--- config.mk ---
export PLATFORM = sky130hd
export DESIGN_NAME = synth_config_status_regs
export DESIGN_NICKNAME = d
export VERILOG_FILES = /design/src/rtl/synth_cfg_pkg.sv /design/src/rtl/synth_config_status_regs.sv
export SDC_FILE = /design/constraint.sdc
export NUM_CORES = 1
export LEC_CHECK = 0
export BUFFER_PORTS_ARGS = -buffer_cell sky130_fd_sc_hd__buf_2
export CORE_MARGIN = 5
export CORE_UTILIZATION = 60
export CTS_CLUSTER_SIZE = 16
export DETAILED_ROUTE_END_ITERATION = 10
export PLACE_DENSITY = 0.83
export SYNTH_ARGS = -nofsm -noshare
export SYNTH_HDL_FRONTEND = slang
export SYNTH_SLANG_ARGS = --single-unit
--- constraint.sdc ---
create_clock -name mclk -period 3.45 [get_ports mclk]
set_clock_uncertainty 0.1 [all_clocks]
set_input_delay 0.345 -clock mclk [delete_from_list [all_inputs] [get_ports mclk]]
set_output_delay 0.345 -clock mclk [all_outputs]
set_load 0.02 [all_outputs]
--- src/rtl/synth_cfg_pkg.sv ---
package synth_cfg_pkg;
  localparam int unsigned DATA_W = 27;
  localparam int unsigned ADDR_W = 4;
  // Register offsets on the serial port address field
  localparam logic [3:0] OFS_LOW_POWER  = 4'h5;
  localparam logic [3:0] OFS_CAL_MOD    = 4'h6;
  localparam logic [3:0] OFS_FAST_LOCK  = 4'h7;
  localparam logic [3:0] OFS_REGULATOR  = 4'h8;
  localparam logic [3:0] OFS_TEST_INIT  = 4'h9;
  localparam logic [3:0] OFS_STATUS     = 4'ha;
  // Values after reset
  localparam logic [26:0] RST_WORD = 27'h0000000;
  // Low-power word
  localparam int unsigned LP_OUT2_BIT  = 4;
  localparam int unsigned LP_DEMUX_BIT = 2;
  localparam int unsigned LP_REF_BIT   = 0;
  // Calibrator / modulator word
  localparam int unsigned CM_DITHER_BIT   = 26;
  localparam int unsigned CM_ORDER_LSB    = 22;
  localparam int unsigned CM_AUTOCAL_BIT  = 20;
  localparam int unsigned CM_OSC_LSB      = 18;
  localparam int unsigned CM_SUBBAND_LSB  = 13;
  localparam int unsigned CM_TEMPCOMP_BIT = 12;
  localparam int unsigned CM_PRCHG_LSB    = 10;
  localparam int unsigned CM_ACC_BIT      = 9;
  localparam int unsigned CM_DIV_LSB      = 0;
  localparam logic [8:0]  CAL_DIV_MAX     = 9'h1ff;
  localparam logic [2:0]  CAL_ACC_EXTRA   = 3'h2;
  // Modulator order codes
  localparam logic [1:0] ORD_THIRD  = 2'h0;
  localparam logic [1:0] ORD_SECOND = 2'h1;
  localparam logic [1:0] ORD_FIRST  = 2'h2;
  localparam logic [1:0] ORD_FOURTH = 2'h3;
  // Fast-lock / pin word
  localparam int unsigned FL_HIZ_BIT     = 25;
  localparam int unsigned FL_CMOS_BIT    = 24;
  localparam int unsigned FL_NOSDO_BIT   = 23;
  localparam int unsigned FL_SRC_LSB     = 21;
  localparam int unsigned FL_SLIP_BIT    = 19;
  localparam int unsigned FL_EN_BIT      = 18;
  localparam int unsigned FL_PUMP_LSB    = 13;
  localparam int unsigned FL_DUR_LSB     = 0;
  // Pin source codes
  localparam logic [1:0] SRC_LOCK    = 2'h0;
  localparam logic [1:0] SRC_VCO_DIV = 2'h1;
  localparam logic [1:0] SRC_CAL_DIV = 2'h2;
  localparam logic [1:0] SRC_FL_CLK  = 2'h3;
  // Regulator word
  localparam int unsigned RG_BYPASS_BIT = 26;
  localparam int unsigned RG_DIG_LSB    = 16;
  localparam int unsigned RG_REF_LSB    = 12;
  localparam int unsigned RG_RF_LSB     = 8;
  localparam int unsigned RG_VCO_LSB    = 4;
  localparam int unsigned RG_HV_LSB     = 0;
  // Status word
  localparam int unsigned ST_START_LSB = 13;
  localparam int unsigned ST_OCP_LSB   = 8;
  localparam int unsigned ST_LOCK_BIT  = 7;
  localparam int unsigned ST_OSC_LSB   = 5;
  localparam int unsigned ST_SUB_LSB   = 0;
  localparam int unsigned N_LDO        = 5;
endpackage

--- src/rtl/synth_config_status_regs.sv ---
// What this block does
// - Low-power bits 4,0 set buffer modes, bit 2 the demux mode
// - Bit 26 enables modulator dithering
// - Bits 23:22 select modulator order
// - Bit 20 enables calibration auto restart
// - Manual oscillator and sub-band test fields
// - Bit 12 enables calibration temperature compensation
// - Bits 11:10 give one to four precharge slots
// - Bit 9 adds two accuracy calibration slots
// - Calibrator divider 1..511, zero means 511
// - Pin tri-state and open-drain/CMOS drive
// - Pin carries read data unless bit 23
// - Bits 22:21 choose pin source
// - Bit 19 enables cycle slip
// - Fast lock uses switch pin, pump current
// - Fast-lock slot lasts programmed detector cycles
// - Bit 26 lets out1 pin power both
// - Four regulator voltage fields default 2.6 V
// - High-voltage regulator voltage code bits 1:0
// - Status shows regulator start, over-current
// - Status shows lock, oscillator, sub-band
module synth_config_status_regs #(
  parameter int unsigned DW = synth_cfg_pkg::DATA_W
) (
  input  wire logic          mclk,
  input  wire logic          arst_n,
  input  wire logic          reg_wr_en,
  input  wire logic          reg_rd_en,
  input  wire logic [3:0]    reg_addr,
  input  wire logic [DW-1:0] reg_wdata,
  output logic      [DW-1:0] reg_rdata,
  output logic               reg_rd_valid,
  input  wire logic          spi_read_active,
  input  wire logic          spi_sdo,
  input  wire logic          lock_detect_in,
  input  wire logic          vco_div_in,
  input  wire logic          cal_div_in,
  input  wire logic          fl_clk_in,
  input  wire logic          pfd_tick_in,
  input  wire logic          fast_lock_start,
  input  wire logic [4:0]    ldo_started_in,
  input  wire logic [4:0]    ldo_overcurrent_in,
  input  wire logic [1:0]    cal_osc_in,
  input  wire logic [4:0]    cal_subband_in,
  input  wire logic          out1_powerdown_pin,
  input  wire logic          out2_powerdown_pin,
  output logic               lockout_pin_o,
  output logic               lockout_pin_oe,
  output logic               out2_buffer_low_power,
  output logic               rf_demux_low_power,
  output logic               ref_buffer_low_power,
  output logic               dither_enable,
  output logic [2:0]         modulator_order,
  output logic               calib_auto_restart,
  output logic [1:0]         osc_core_select,
  output logic [4:0]         osc_subband_manual,
  output logic               calib_temp_comp,
  output logic [2:0]         tune_precharge_slots,
  output logic [2:0]         calib_extra_slots,
  output logic [8:0]         calib_div_ratio,
  output logic               cycle_slip_enable,
  output logic               fast_lock_active,
  output logic [4:0]         pump_current_sel,
  output logic               out1_powered_down,
  output logic               out2_powered_down,
  output logic [1:0]         logic_ldo_voltage,
  output logic [1:0]         ref_ldo_voltage,
  output logic [1:0]         rf_ldo_voltage,
  output logic [1:0]         vco_ldo_voltage,
  output logic [1:0]         highv_ldo_voltage
);

  logic [DW-1:0] low_power_control_r;
  logic [DW-1:0] calibrator_modulator_config_r;
  logic [DW-1:0] fast_lock_pin_config_r;
  logic [DW-1:0] regulator_config_r;
  logic [DW-1:0] test_init_word_r;
  logic [DW-1:0] status_word, rdata_nxt;
  logic [12:0]   fl_cnt_r;
  logic          pin_val_nxt, pin_src, tick_d_r, tick_rise;
  // Two-stage synchronisers for everything from the analog side
  localparam int unsigned NSYNC = 24;
  logic [NSYNC-1:0] async_in, sync1_r, sync2_r;
  assign async_in = {pfd_tick_in, out2_powerdown_pin, out1_powerdown_pin,
                     fl_clk_in, cal_div_in, vco_div_in, lock_detect_in,
                     cal_subband_in, cal_osc_in, ldo_overcurrent_in,
                     ldo_started_in};

  always_ff @(posedge mclk or negedge arst_n)
  begin
    if (!arst_n)
    begin
      sync1_r <= '0;
      sync2_r <= '0;
    end
    else
    begin
      sync1_r <= async_in;
      sync2_r <= sync1_r;
    end
  end
  logic [4:0] ldo_start_s, ldo_ocp_s, sub_s;
  logic [1:0] osc_s;
  logic       lock_s, vco_div_s, cal_div_s, fl_clk_s, pd1_s, pd2_s, tick_s;
  assign {tick_s, pd2_s, pd1_s, fl_clk_s, cal_div_s, vco_div_s, lock_s,
          sub_s, osc_s, ldo_ocp_s, ldo_start_s} = sync2_r;

  // Register writes; status word has no storage behind it
  always_ff @(posedge mclk or negedge arst_n)
  begin
    if (!arst_n)
    begin
      low_power_control_r           <= synth_cfg_pkg::RST_WORD;
      calibrator_modulator_config_r <= synth_cfg_pkg::RST_WORD;
      fast_lock_pin_config_r        <= synth_cfg_pkg::RST_WORD;
      regulator_config_r            <= synth_cfg_pkg::RST_WORD;
      test_init_word_r              <= synth_cfg_pkg::RST_WORD;
    end
    else if (reg_wr_en)
    begin
      case (reg_addr)
        synth_cfg_pkg::OFS_LOW_POWER: low_power_control_r <= reg_wdata;
        synth_cfg_pkg::OFS_CAL_MOD:
          calibrator_modulator_config_r <= reg_wdata;
        synth_cfg_pkg::OFS_FAST_LOCK: fast_lock_pin_config_r <= reg_wdata;
        synth_cfg_pkg::OFS_REGULATOR: regulator_config_r <= reg_wdata;
        // Kept only for readback; host clears it first after power-up
        synth_cfg_pkg::OFS_TEST_INIT: test_init_word_r <= reg_wdata;
        default: ;
      endcase
    end
  end

  assign status_word = {9'h000, ldo_start_s, ldo_ocp_s, lock_s,
                        osc_s, sub_s};

  always_comb
  begin
    case (reg_addr)
      synth_cfg_pkg::OFS_LOW_POWER: rdata_nxt = low_power_control_r;
      synth_cfg_pkg::OFS_CAL_MOD:   rdata_nxt = calibrator_modulator_config_r;
      synth_cfg_pkg::OFS_FAST_LOCK: rdata_nxt = fast_lock_pin_config_r;
      synth_cfg_pkg::OFS_REGULATOR: rdata_nxt = regulator_config_r;
      synth_cfg_pkg::OFS_TEST_INIT: rdata_nxt = test_init_word_r;
      synth_cfg_pkg::OFS_STATUS:    rdata_nxt = status_word;
      default:                      rdata_nxt = '0;
    endcase
  end

  always_ff @(posedge mclk or negedge arst_n)
  begin
    if (!arst_n)
    begin
      reg_rdata    <= '0;
      reg_rd_valid <= 1'b0;
    end
    else
    begin
      reg_rd_valid <= reg_rd_en;
      if (reg_rd_en)
        reg_rdata <= rdata_nxt;
    end
  end

  // Field decode
  assign out2_buffer_low_power =
    low_power_control_r[synth_cfg_pkg::LP_OUT2_BIT];
  assign rf_demux_low_power =
    low_power_control_r[synth_cfg_pkg::LP_DEMUX_BIT];
  assign ref_buffer_low_power =
    low_power_control_r[synth_cfg_pkg::LP_REF_BIT];
  logic [1:0] order_code;
  logic [8:0] div_field;
  assign dither_enable =
    calibrator_modulator_config_r[synth_cfg_pkg::CM_DITHER_BIT];
  assign order_code = calibrator_modulator_config_r[
    synth_cfg_pkg::CM_ORDER_LSB +: 2];
  always_comb
  begin
    case (order_code)
      synth_cfg_pkg::ORD_THIRD:  modulator_order = 3'h3;
      synth_cfg_pkg::ORD_SECOND: modulator_order = 3'h2;
      synth_cfg_pkg::ORD_FIRST:  modulator_order = 3'h1;
      synth_cfg_pkg::ORD_FOURTH: modulator_order = 3'h4;
      default:                   modulator_order = 3'h3;
    endcase
  end
  // Variants without auto restart rely on the host keeping this zero
  assign calib_auto_restart =
    calibrator_modulator_config_r[synth_cfg_pkg::CM_AUTOCAL_BIT];
  assign osc_core_select = calibrator_modulator_config_r[
    synth_cfg_pkg::CM_OSC_LSB +: 2];
  assign osc_subband_manual = calibrator_modulator_config_r[
    synth_cfg_pkg::CM_SUBBAND_LSB +: 5];
  assign calib_temp_comp =
    calibrator_modulator_config_r[synth_cfg_pkg::CM_TEMPCOMP_BIT];
  assign tune_precharge_slots = {1'b0, calibrator_modulator_config_r[
    synth_cfg_pkg::CM_PRCHG_LSB +: 2]} + 3'h1;
  assign calib_extra_slots =
    calibrator_modulator_config_r[synth_cfg_pkg::CM_ACC_BIT] ?
    synth_cfg_pkg::CAL_ACC_EXTRA : 3'h0;
  assign div_field = calibrator_modulator_config_r[
    synth_cfg_pkg::CM_DIV_LSB +: 9];
  assign calib_div_ratio = (div_field == 9'h000) ?
    synth_cfg_pkg::CAL_DIV_MAX : div_field;
  assign cycle_slip_enable =
    fast_lock_pin_config_r[synth_cfg_pkg::FL_SLIP_BIT];
  assign pump_current_sel = fast_lock_pin_config_r[
    synth_cfg_pkg::FL_PUMP_LSB +: 5];
  // Fast-lock slot timer, counted in detector cycles
  assign tick_rise = tick_s & ~tick_d_r;
  always_ff @(posedge mclk or negedge arst_n)
  begin
    if (!arst_n)
    begin
      tick_d_r <= 1'b0;
      fl_cnt_r <= '0;
    end
    else
    begin
      tick_d_r <= tick_s;
      if (fast_lock_start &&
          fast_lock_pin_config_r[synth_cfg_pkg::FL_EN_BIT])
        fl_cnt_r <= fast_lock_pin_config_r[
          synth_cfg_pkg::FL_DUR_LSB +: 13];
      else if (tick_rise && fl_cnt_r != 13'h0000)
        fl_cnt_r <= fl_cnt_r - 13'h0001;
    end
  end

  assign fast_lock_active = (fl_cnt_r != 13'h0000);
  // While fast lock owns the shared pin it no longer powers down out2
  assign out1_powered_down = pd1_s;
  assign out2_powered_down =
    regulator_config_r[synth_cfg_pkg::RG_BYPASS_BIT] ? pd1_s :
    (fast_lock_pin_config_r[synth_cfg_pkg::FL_EN_BIT] ? 1'b0 : pd2_s);
  assign logic_ldo_voltage =
    regulator_config_r[synth_cfg_pkg::RG_DIG_LSB +: 2];
  assign ref_ldo_voltage =
    regulator_config_r[synth_cfg_pkg::RG_REF_LSB +: 2];
  assign rf_ldo_voltage =
    regulator_config_r[synth_cfg_pkg::RG_RF_LSB +: 2];
  assign vco_ldo_voltage =
    regulator_config_r[synth_cfg_pkg::RG_VCO_LSB +: 2];
  assign highv_ldo_voltage =
    regulator_config_r[synth_cfg_pkg::RG_HV_LSB +: 2];
  // Lock / read-data pin
  logic       lockout_pin_hiz, lockout_pin_drive_type, sdo_disable;
  logic [1:0] lockout_pin_source;
  assign lockout_pin_hiz = fast_lock_pin_config_r[synth_cfg_pkg::FL_HIZ_BIT];
  assign lockout_pin_drive_type =
    fast_lock_pin_config_r[synth_cfg_pkg::FL_CMOS_BIT];
  assign sdo_disable = fast_lock_pin_config_r[synth_cfg_pkg::FL_NOSDO_BIT];
  assign lockout_pin_source =
    fast_lock_pin_config_r[synth_cfg_pkg::FL_SRC_LSB +: 2];

  always_comb
  begin
    case (lockout_pin_source)
      synth_cfg_pkg::SRC_LOCK:    pin_src = lock_s;
      synth_cfg_pkg::SRC_VCO_DIV: pin_src = vco_div_s;
      synth_cfg_pkg::SRC_CAL_DIV: pin_src = cal_div_s;
      synth_cfg_pkg::SRC_FL_CLK:  pin_src = fl_clk_s;
      default:                    pin_src = lock_s;
    endcase
  end
  assign pin_val_nxt = (spi_read_active && !sdo_disable) ?
    spi_sdo : pin_src;
  // Open drain only ever pulls low; a high level comes from the pull-up
  always_ff @(posedge mclk or negedge arst_n)
  begin
    if (!arst_n)
    begin
      lockout_pin_o  <= 1'b0;
      lockout_pin_oe <= 1'b0;
    end
    else
    begin
      lockout_pin_o  <= lockout_pin_drive_type & pin_val_nxt;
      lockout_pin_oe <= !lockout_pin_hiz &&
        (lockout_pin_drive_type || !pin_val_nxt);
    end
  end
endmodule

==> summary.md <==
| Metric | Value |
|---|---|
| Status | complete, no violations |
| HPWL after detailed placement | around 14000 um |
| Final period util | 0.7176 |
| Switch share | 0.2890 |
| Reg2reg start | fl_cnt_r[0] |
| Fill cells | ~970 |
| CTS root buf | clkbuf_16 |
| ANT nets after route | 0 |
| #FFs+latches synth | approximately 230 |
| Worst r2r dst | fl_cnt_r[0] |
| Num rows | 45 |
| CP Capture Type | output pin |
| Post-CTS Setup Repair Bufs | 0 |
| Kind of critical path | reg -> out |
| Die area | around 0.018 mm2 |
| Vias in the first global route | between 6k and 7k |
| Relative slew margins | 0.4241 |
| Iter 0 DRT Violations | about 590 |
| Logic gate share of total power | 0.177 |
| Sequential share of power | 0.494 |
| First-pass GRT wire length | approximately 37000 um |
| Routed WL per cell | between 20 and 25 um |
| Syn Inst Count | just over 700 |
| Multiplexer share of the synthesized area | 0.1654 |
| Peak supply drop | between 0.3 and 0.4 mV |
| Register Area | around 0.0057 mm2 |
| Core area | about 0.015 mm2 |
| Hold Crit Class | in -> reg |
| # diodes | 0 |
| Multi-input logic area | roughly 0.0032 mm2 |
| Top_reg_cell synth | dfrtp_1 |
| Post-DP Area | about 0.01 mm2 |
| Setup crit start | fl_cnt_r[9] |
| Clock sinks | roughly 230 |
| Leakage dissipation | roughly 5.0 nW |
| Placer Congestion | around 0.9 |
| WP data required | approximately 3.0 ns |
| Die height | around 140 um |
| YS warnings | 0 |
| CTS tree | built |
| CP arrival | approximately 2.0 ns |
| Cell-internal power | 0.005137 W |
| H-tree depth | 1 |
| Synth cell count leaders | dfrtp_1, mux2_2, a22oi_1 |
| Total GRT Usage | 0.2579 |
| Top cell type's share of synthesized area | 0.6051 |
| Synth Area in Compound Gates | 0.09223 |
| Synth Area in Adders | 0.003998 |
| Clock-pin slew of the registers on the worst-case setup and hold paths | roughly 0.06 ns |
| Clk_lat worst skew | 0.51 ns |
| Combinational family with the most area after synthesis | multiplexers |
| Crit Path Max Fanout | 4 |
| P per Cell Area | approximately 650 mW/mm2 |
| DRT Pass-1 Iters | 5 |
| Largest net degree at the start of global routing | 111 |
| Routed Wire Length | between 20000 and 25000 um |
| Synthesized area | 0.009388 mm2 |
| Drt via density | about 6.1 |
| Clk buf depth | 3 |
| Synth-to-layout area growth | 17.99% |
| Cells along the critical path | nor4_1, nand2b_1, nand3b_1, buf_2 |
| Sequential fraction of the synthesis area | 0.6051 |
| Effective utilization at floorplan | 0.6153 |
| Overflow after GRT | 0 |
| Final Hold Vio Count | 0 |
| Worst slew pin tran | 0.8608 ns |
| R2r setup slk | 1.30 ns |
| Startpoint Class | flop |
| Max-cap violations | 0 |
| Min Tclk post-route | around 2.5 ns |
| Synth cell types | 53 |
| EDFF count, synth | 0 |
| Setup Viol. Count Final | 0 |
| CP max-delay cell | nor4_1 |
| Remaining DRCs | 0 |
| Setup TNS | 0 ns |
| Share of total power in the clock network | 0.329 |
| Ys async rst share | 1.000 |
| Critical Path Sink | fast_lock_active |
| Antenna violations before repair | 0 |
| Pins Over Slew Limit | 0 |
| Dominant cells by area after synthesis | dfrtp_1, mux2_2, a22oi_1 |
| R2R cell count | 6 |
| Number of port buffers | around 140 |
| Simple-gate area share of the yosys netlist | 0.07957 |
| Top-count cell post-synth | dfrtp_1 |
| Die width | approximately 140 um |
| Final instance area | approximately 0.011 mm2 |
| Layout cell share with drive strength beyond 1 | 0.3720 |
| Synth Area in XOR/XNOR | 0 |
| Sw power | 0.002088 W |
| Vias | between 6k and 7k |
| Clock buffers created by TritonCTS | 23 |
| Top-Level Pins | roughly 140 |
| FMAX | 403.9 MHz |
| CP max stage delay | 0.58 ns |
| Fin nets | about 910 |
| Synth Area per Inst | between 10 and 15 um2 |
| Unrepaired setup endpoints after global routing | false |
| Synth area leader | dfrtp_1 |
-- logic make-up (layout without fill, tap and decap cells) --
kind of cell	Yosys count	in the layout
flip-flops	227	227
multiplexers	137	137
AND/OR/NAND/NOR	125	125
AO/OA/AOI/OAI	121	121
buffers and inverters	94	248
adder cells (fa/ha/maj)	3	3
other	1	2
-- through the flow --
| step | util | total power, W | cells | hold slack (ns) | setup WS [ns] |
|---|---|---|---|---|---|
| 4_1_cts | 0.7260 | 0.007245 | 1074 | 0.003026 | 0.9661 |
| 3_5_place_dp | 0.6621 | 0.004838 | 1007 | 0.2347 | 1.323 |
| 6_report | 0.7260 | 0.007226 | 1074 | 0.01309 | 0.9741 |
| 3_3_place_gp | 0.6621 | 0.004735 | 1007 | 0.2315 | 1.393 |
| 5_1_grt | 0.7260 | 0.007548 | 1074 | 0.02137 | 0.8193 |
| 2_1_floorplan | - | 0.004395 | 709 | -0.05059 | 1.540 |
-- metal layers --
| layer | track usage | vias up | share of wire | routed length [um] |
|---|---|---|---|---|
| li1 | - | 2832 | - | - |
| met1 | 0.3319 | 3282 | 0.39 | 8986 |
| met2 | 0.4414 | 354 | 0.51 | 11790 |
| met3 | 0.04657 | 65 | 0.081 | 1902 |
| met4 | 0.09239 | 0 | 0.028 | 656 |
| met5 | 0 | - | 0 | 0 |
-- how the worst min path moves through the flow --
stage	to	start	depth (start not counted)
floorplan	calibrator_modulator_config_r[0]	arst_n	0
global placement	sync2_r[1]	sync1_r[1]	0
detailed placement	sync2_r[22]	sync1_r[22]	0
CTS	regulator_config_r[7]	reg_wdata[7]	2
global route	regulator_config_r[17]	reg_wdata[17]	2
finish	regulator_config_r[7]	reg_wdata[7]	2
-- cell usage in the layout (no fill, tap or decap), drive strengths merged, types with 2 or more instances in the layout --
cell	count
a21oi	6
a222oi	9
a22oi	54
a31oi	7
and2	2
and3	27
and4b	2
and4bb	2
buf	149
clkbuf	33
clkinv	4
clkinvlp	3
conb	2
dfrtp	227
dlygate4sd3	25
ha	3
inv	33
mux2	135
nand2	30
nand2b	4
nand3	4
nand4	2
nor2	17
nor2b	2
nor4	4
nor4b	2
nor4bb	2
o211a	2
o211ai	3
o21ai	7
o22ai	27
o41ai	3
or2	8
or3	6
or4	5
-- flip-flops by register name, indices dropped and copies added, names as in the netlist --
| signal | count |
|---|---|
| lockout_pin_o | 1 |
| test_init_word_r | 27 |
| reg_rd_valid | 1 |
| lockout_pin_oe | 1 |
| tick_d_r | 1 |
| fast_lock_pin_config_r | 27 |
| sync2_r | 24 |
| sync1_r | 24 |
| regulator_config_r | 27 |
| low_power_control_r | 27 |
| reg_rdata | 27 |
| fl_cnt_r | 13 |
| calibrator_modulator_config_r | 27 |
-- timing repair --
| action | in CTS | in global routing |
|---|---|---|
| endpoints found under the hold margin | 131 | 0 |
| hold buffers | 25 | 0 |
| resized for setup | 0 | 0 |
-- worst max-delay path: cells and delay by family, from the launching register on --
family / cells / cell delay [ns]
buffers and inverters: 1 / 0.19
flip-flops: 1 / 0.41
AND/OR/NAND/NOR: 3 / 0.93
-- area by class of cell --
cell class	instances	area share
repair buffers	174	0.09421
clock inverters	9	0.007342
flip-flops and latches	227	0.5128
inverters	32	0.01084
multi-input cells	388	0.2929
clock buffers	33	0.05806
well taps	211	0.02383
-- power groups by stage --
stage,combinational [W],clock [W],sequential (W)
after floorplan,0.000896,0,0.00350
after global placement,0.00119,0,0.00354
after detailed placement,0.00125,0,0.00359
after CTS,0.00129,0.00241,0.00355
after global routing,0.00140,0.00253,0.00361
final,0.00128,0.00238,0.00357
Power figures use the tool's default switching activity.
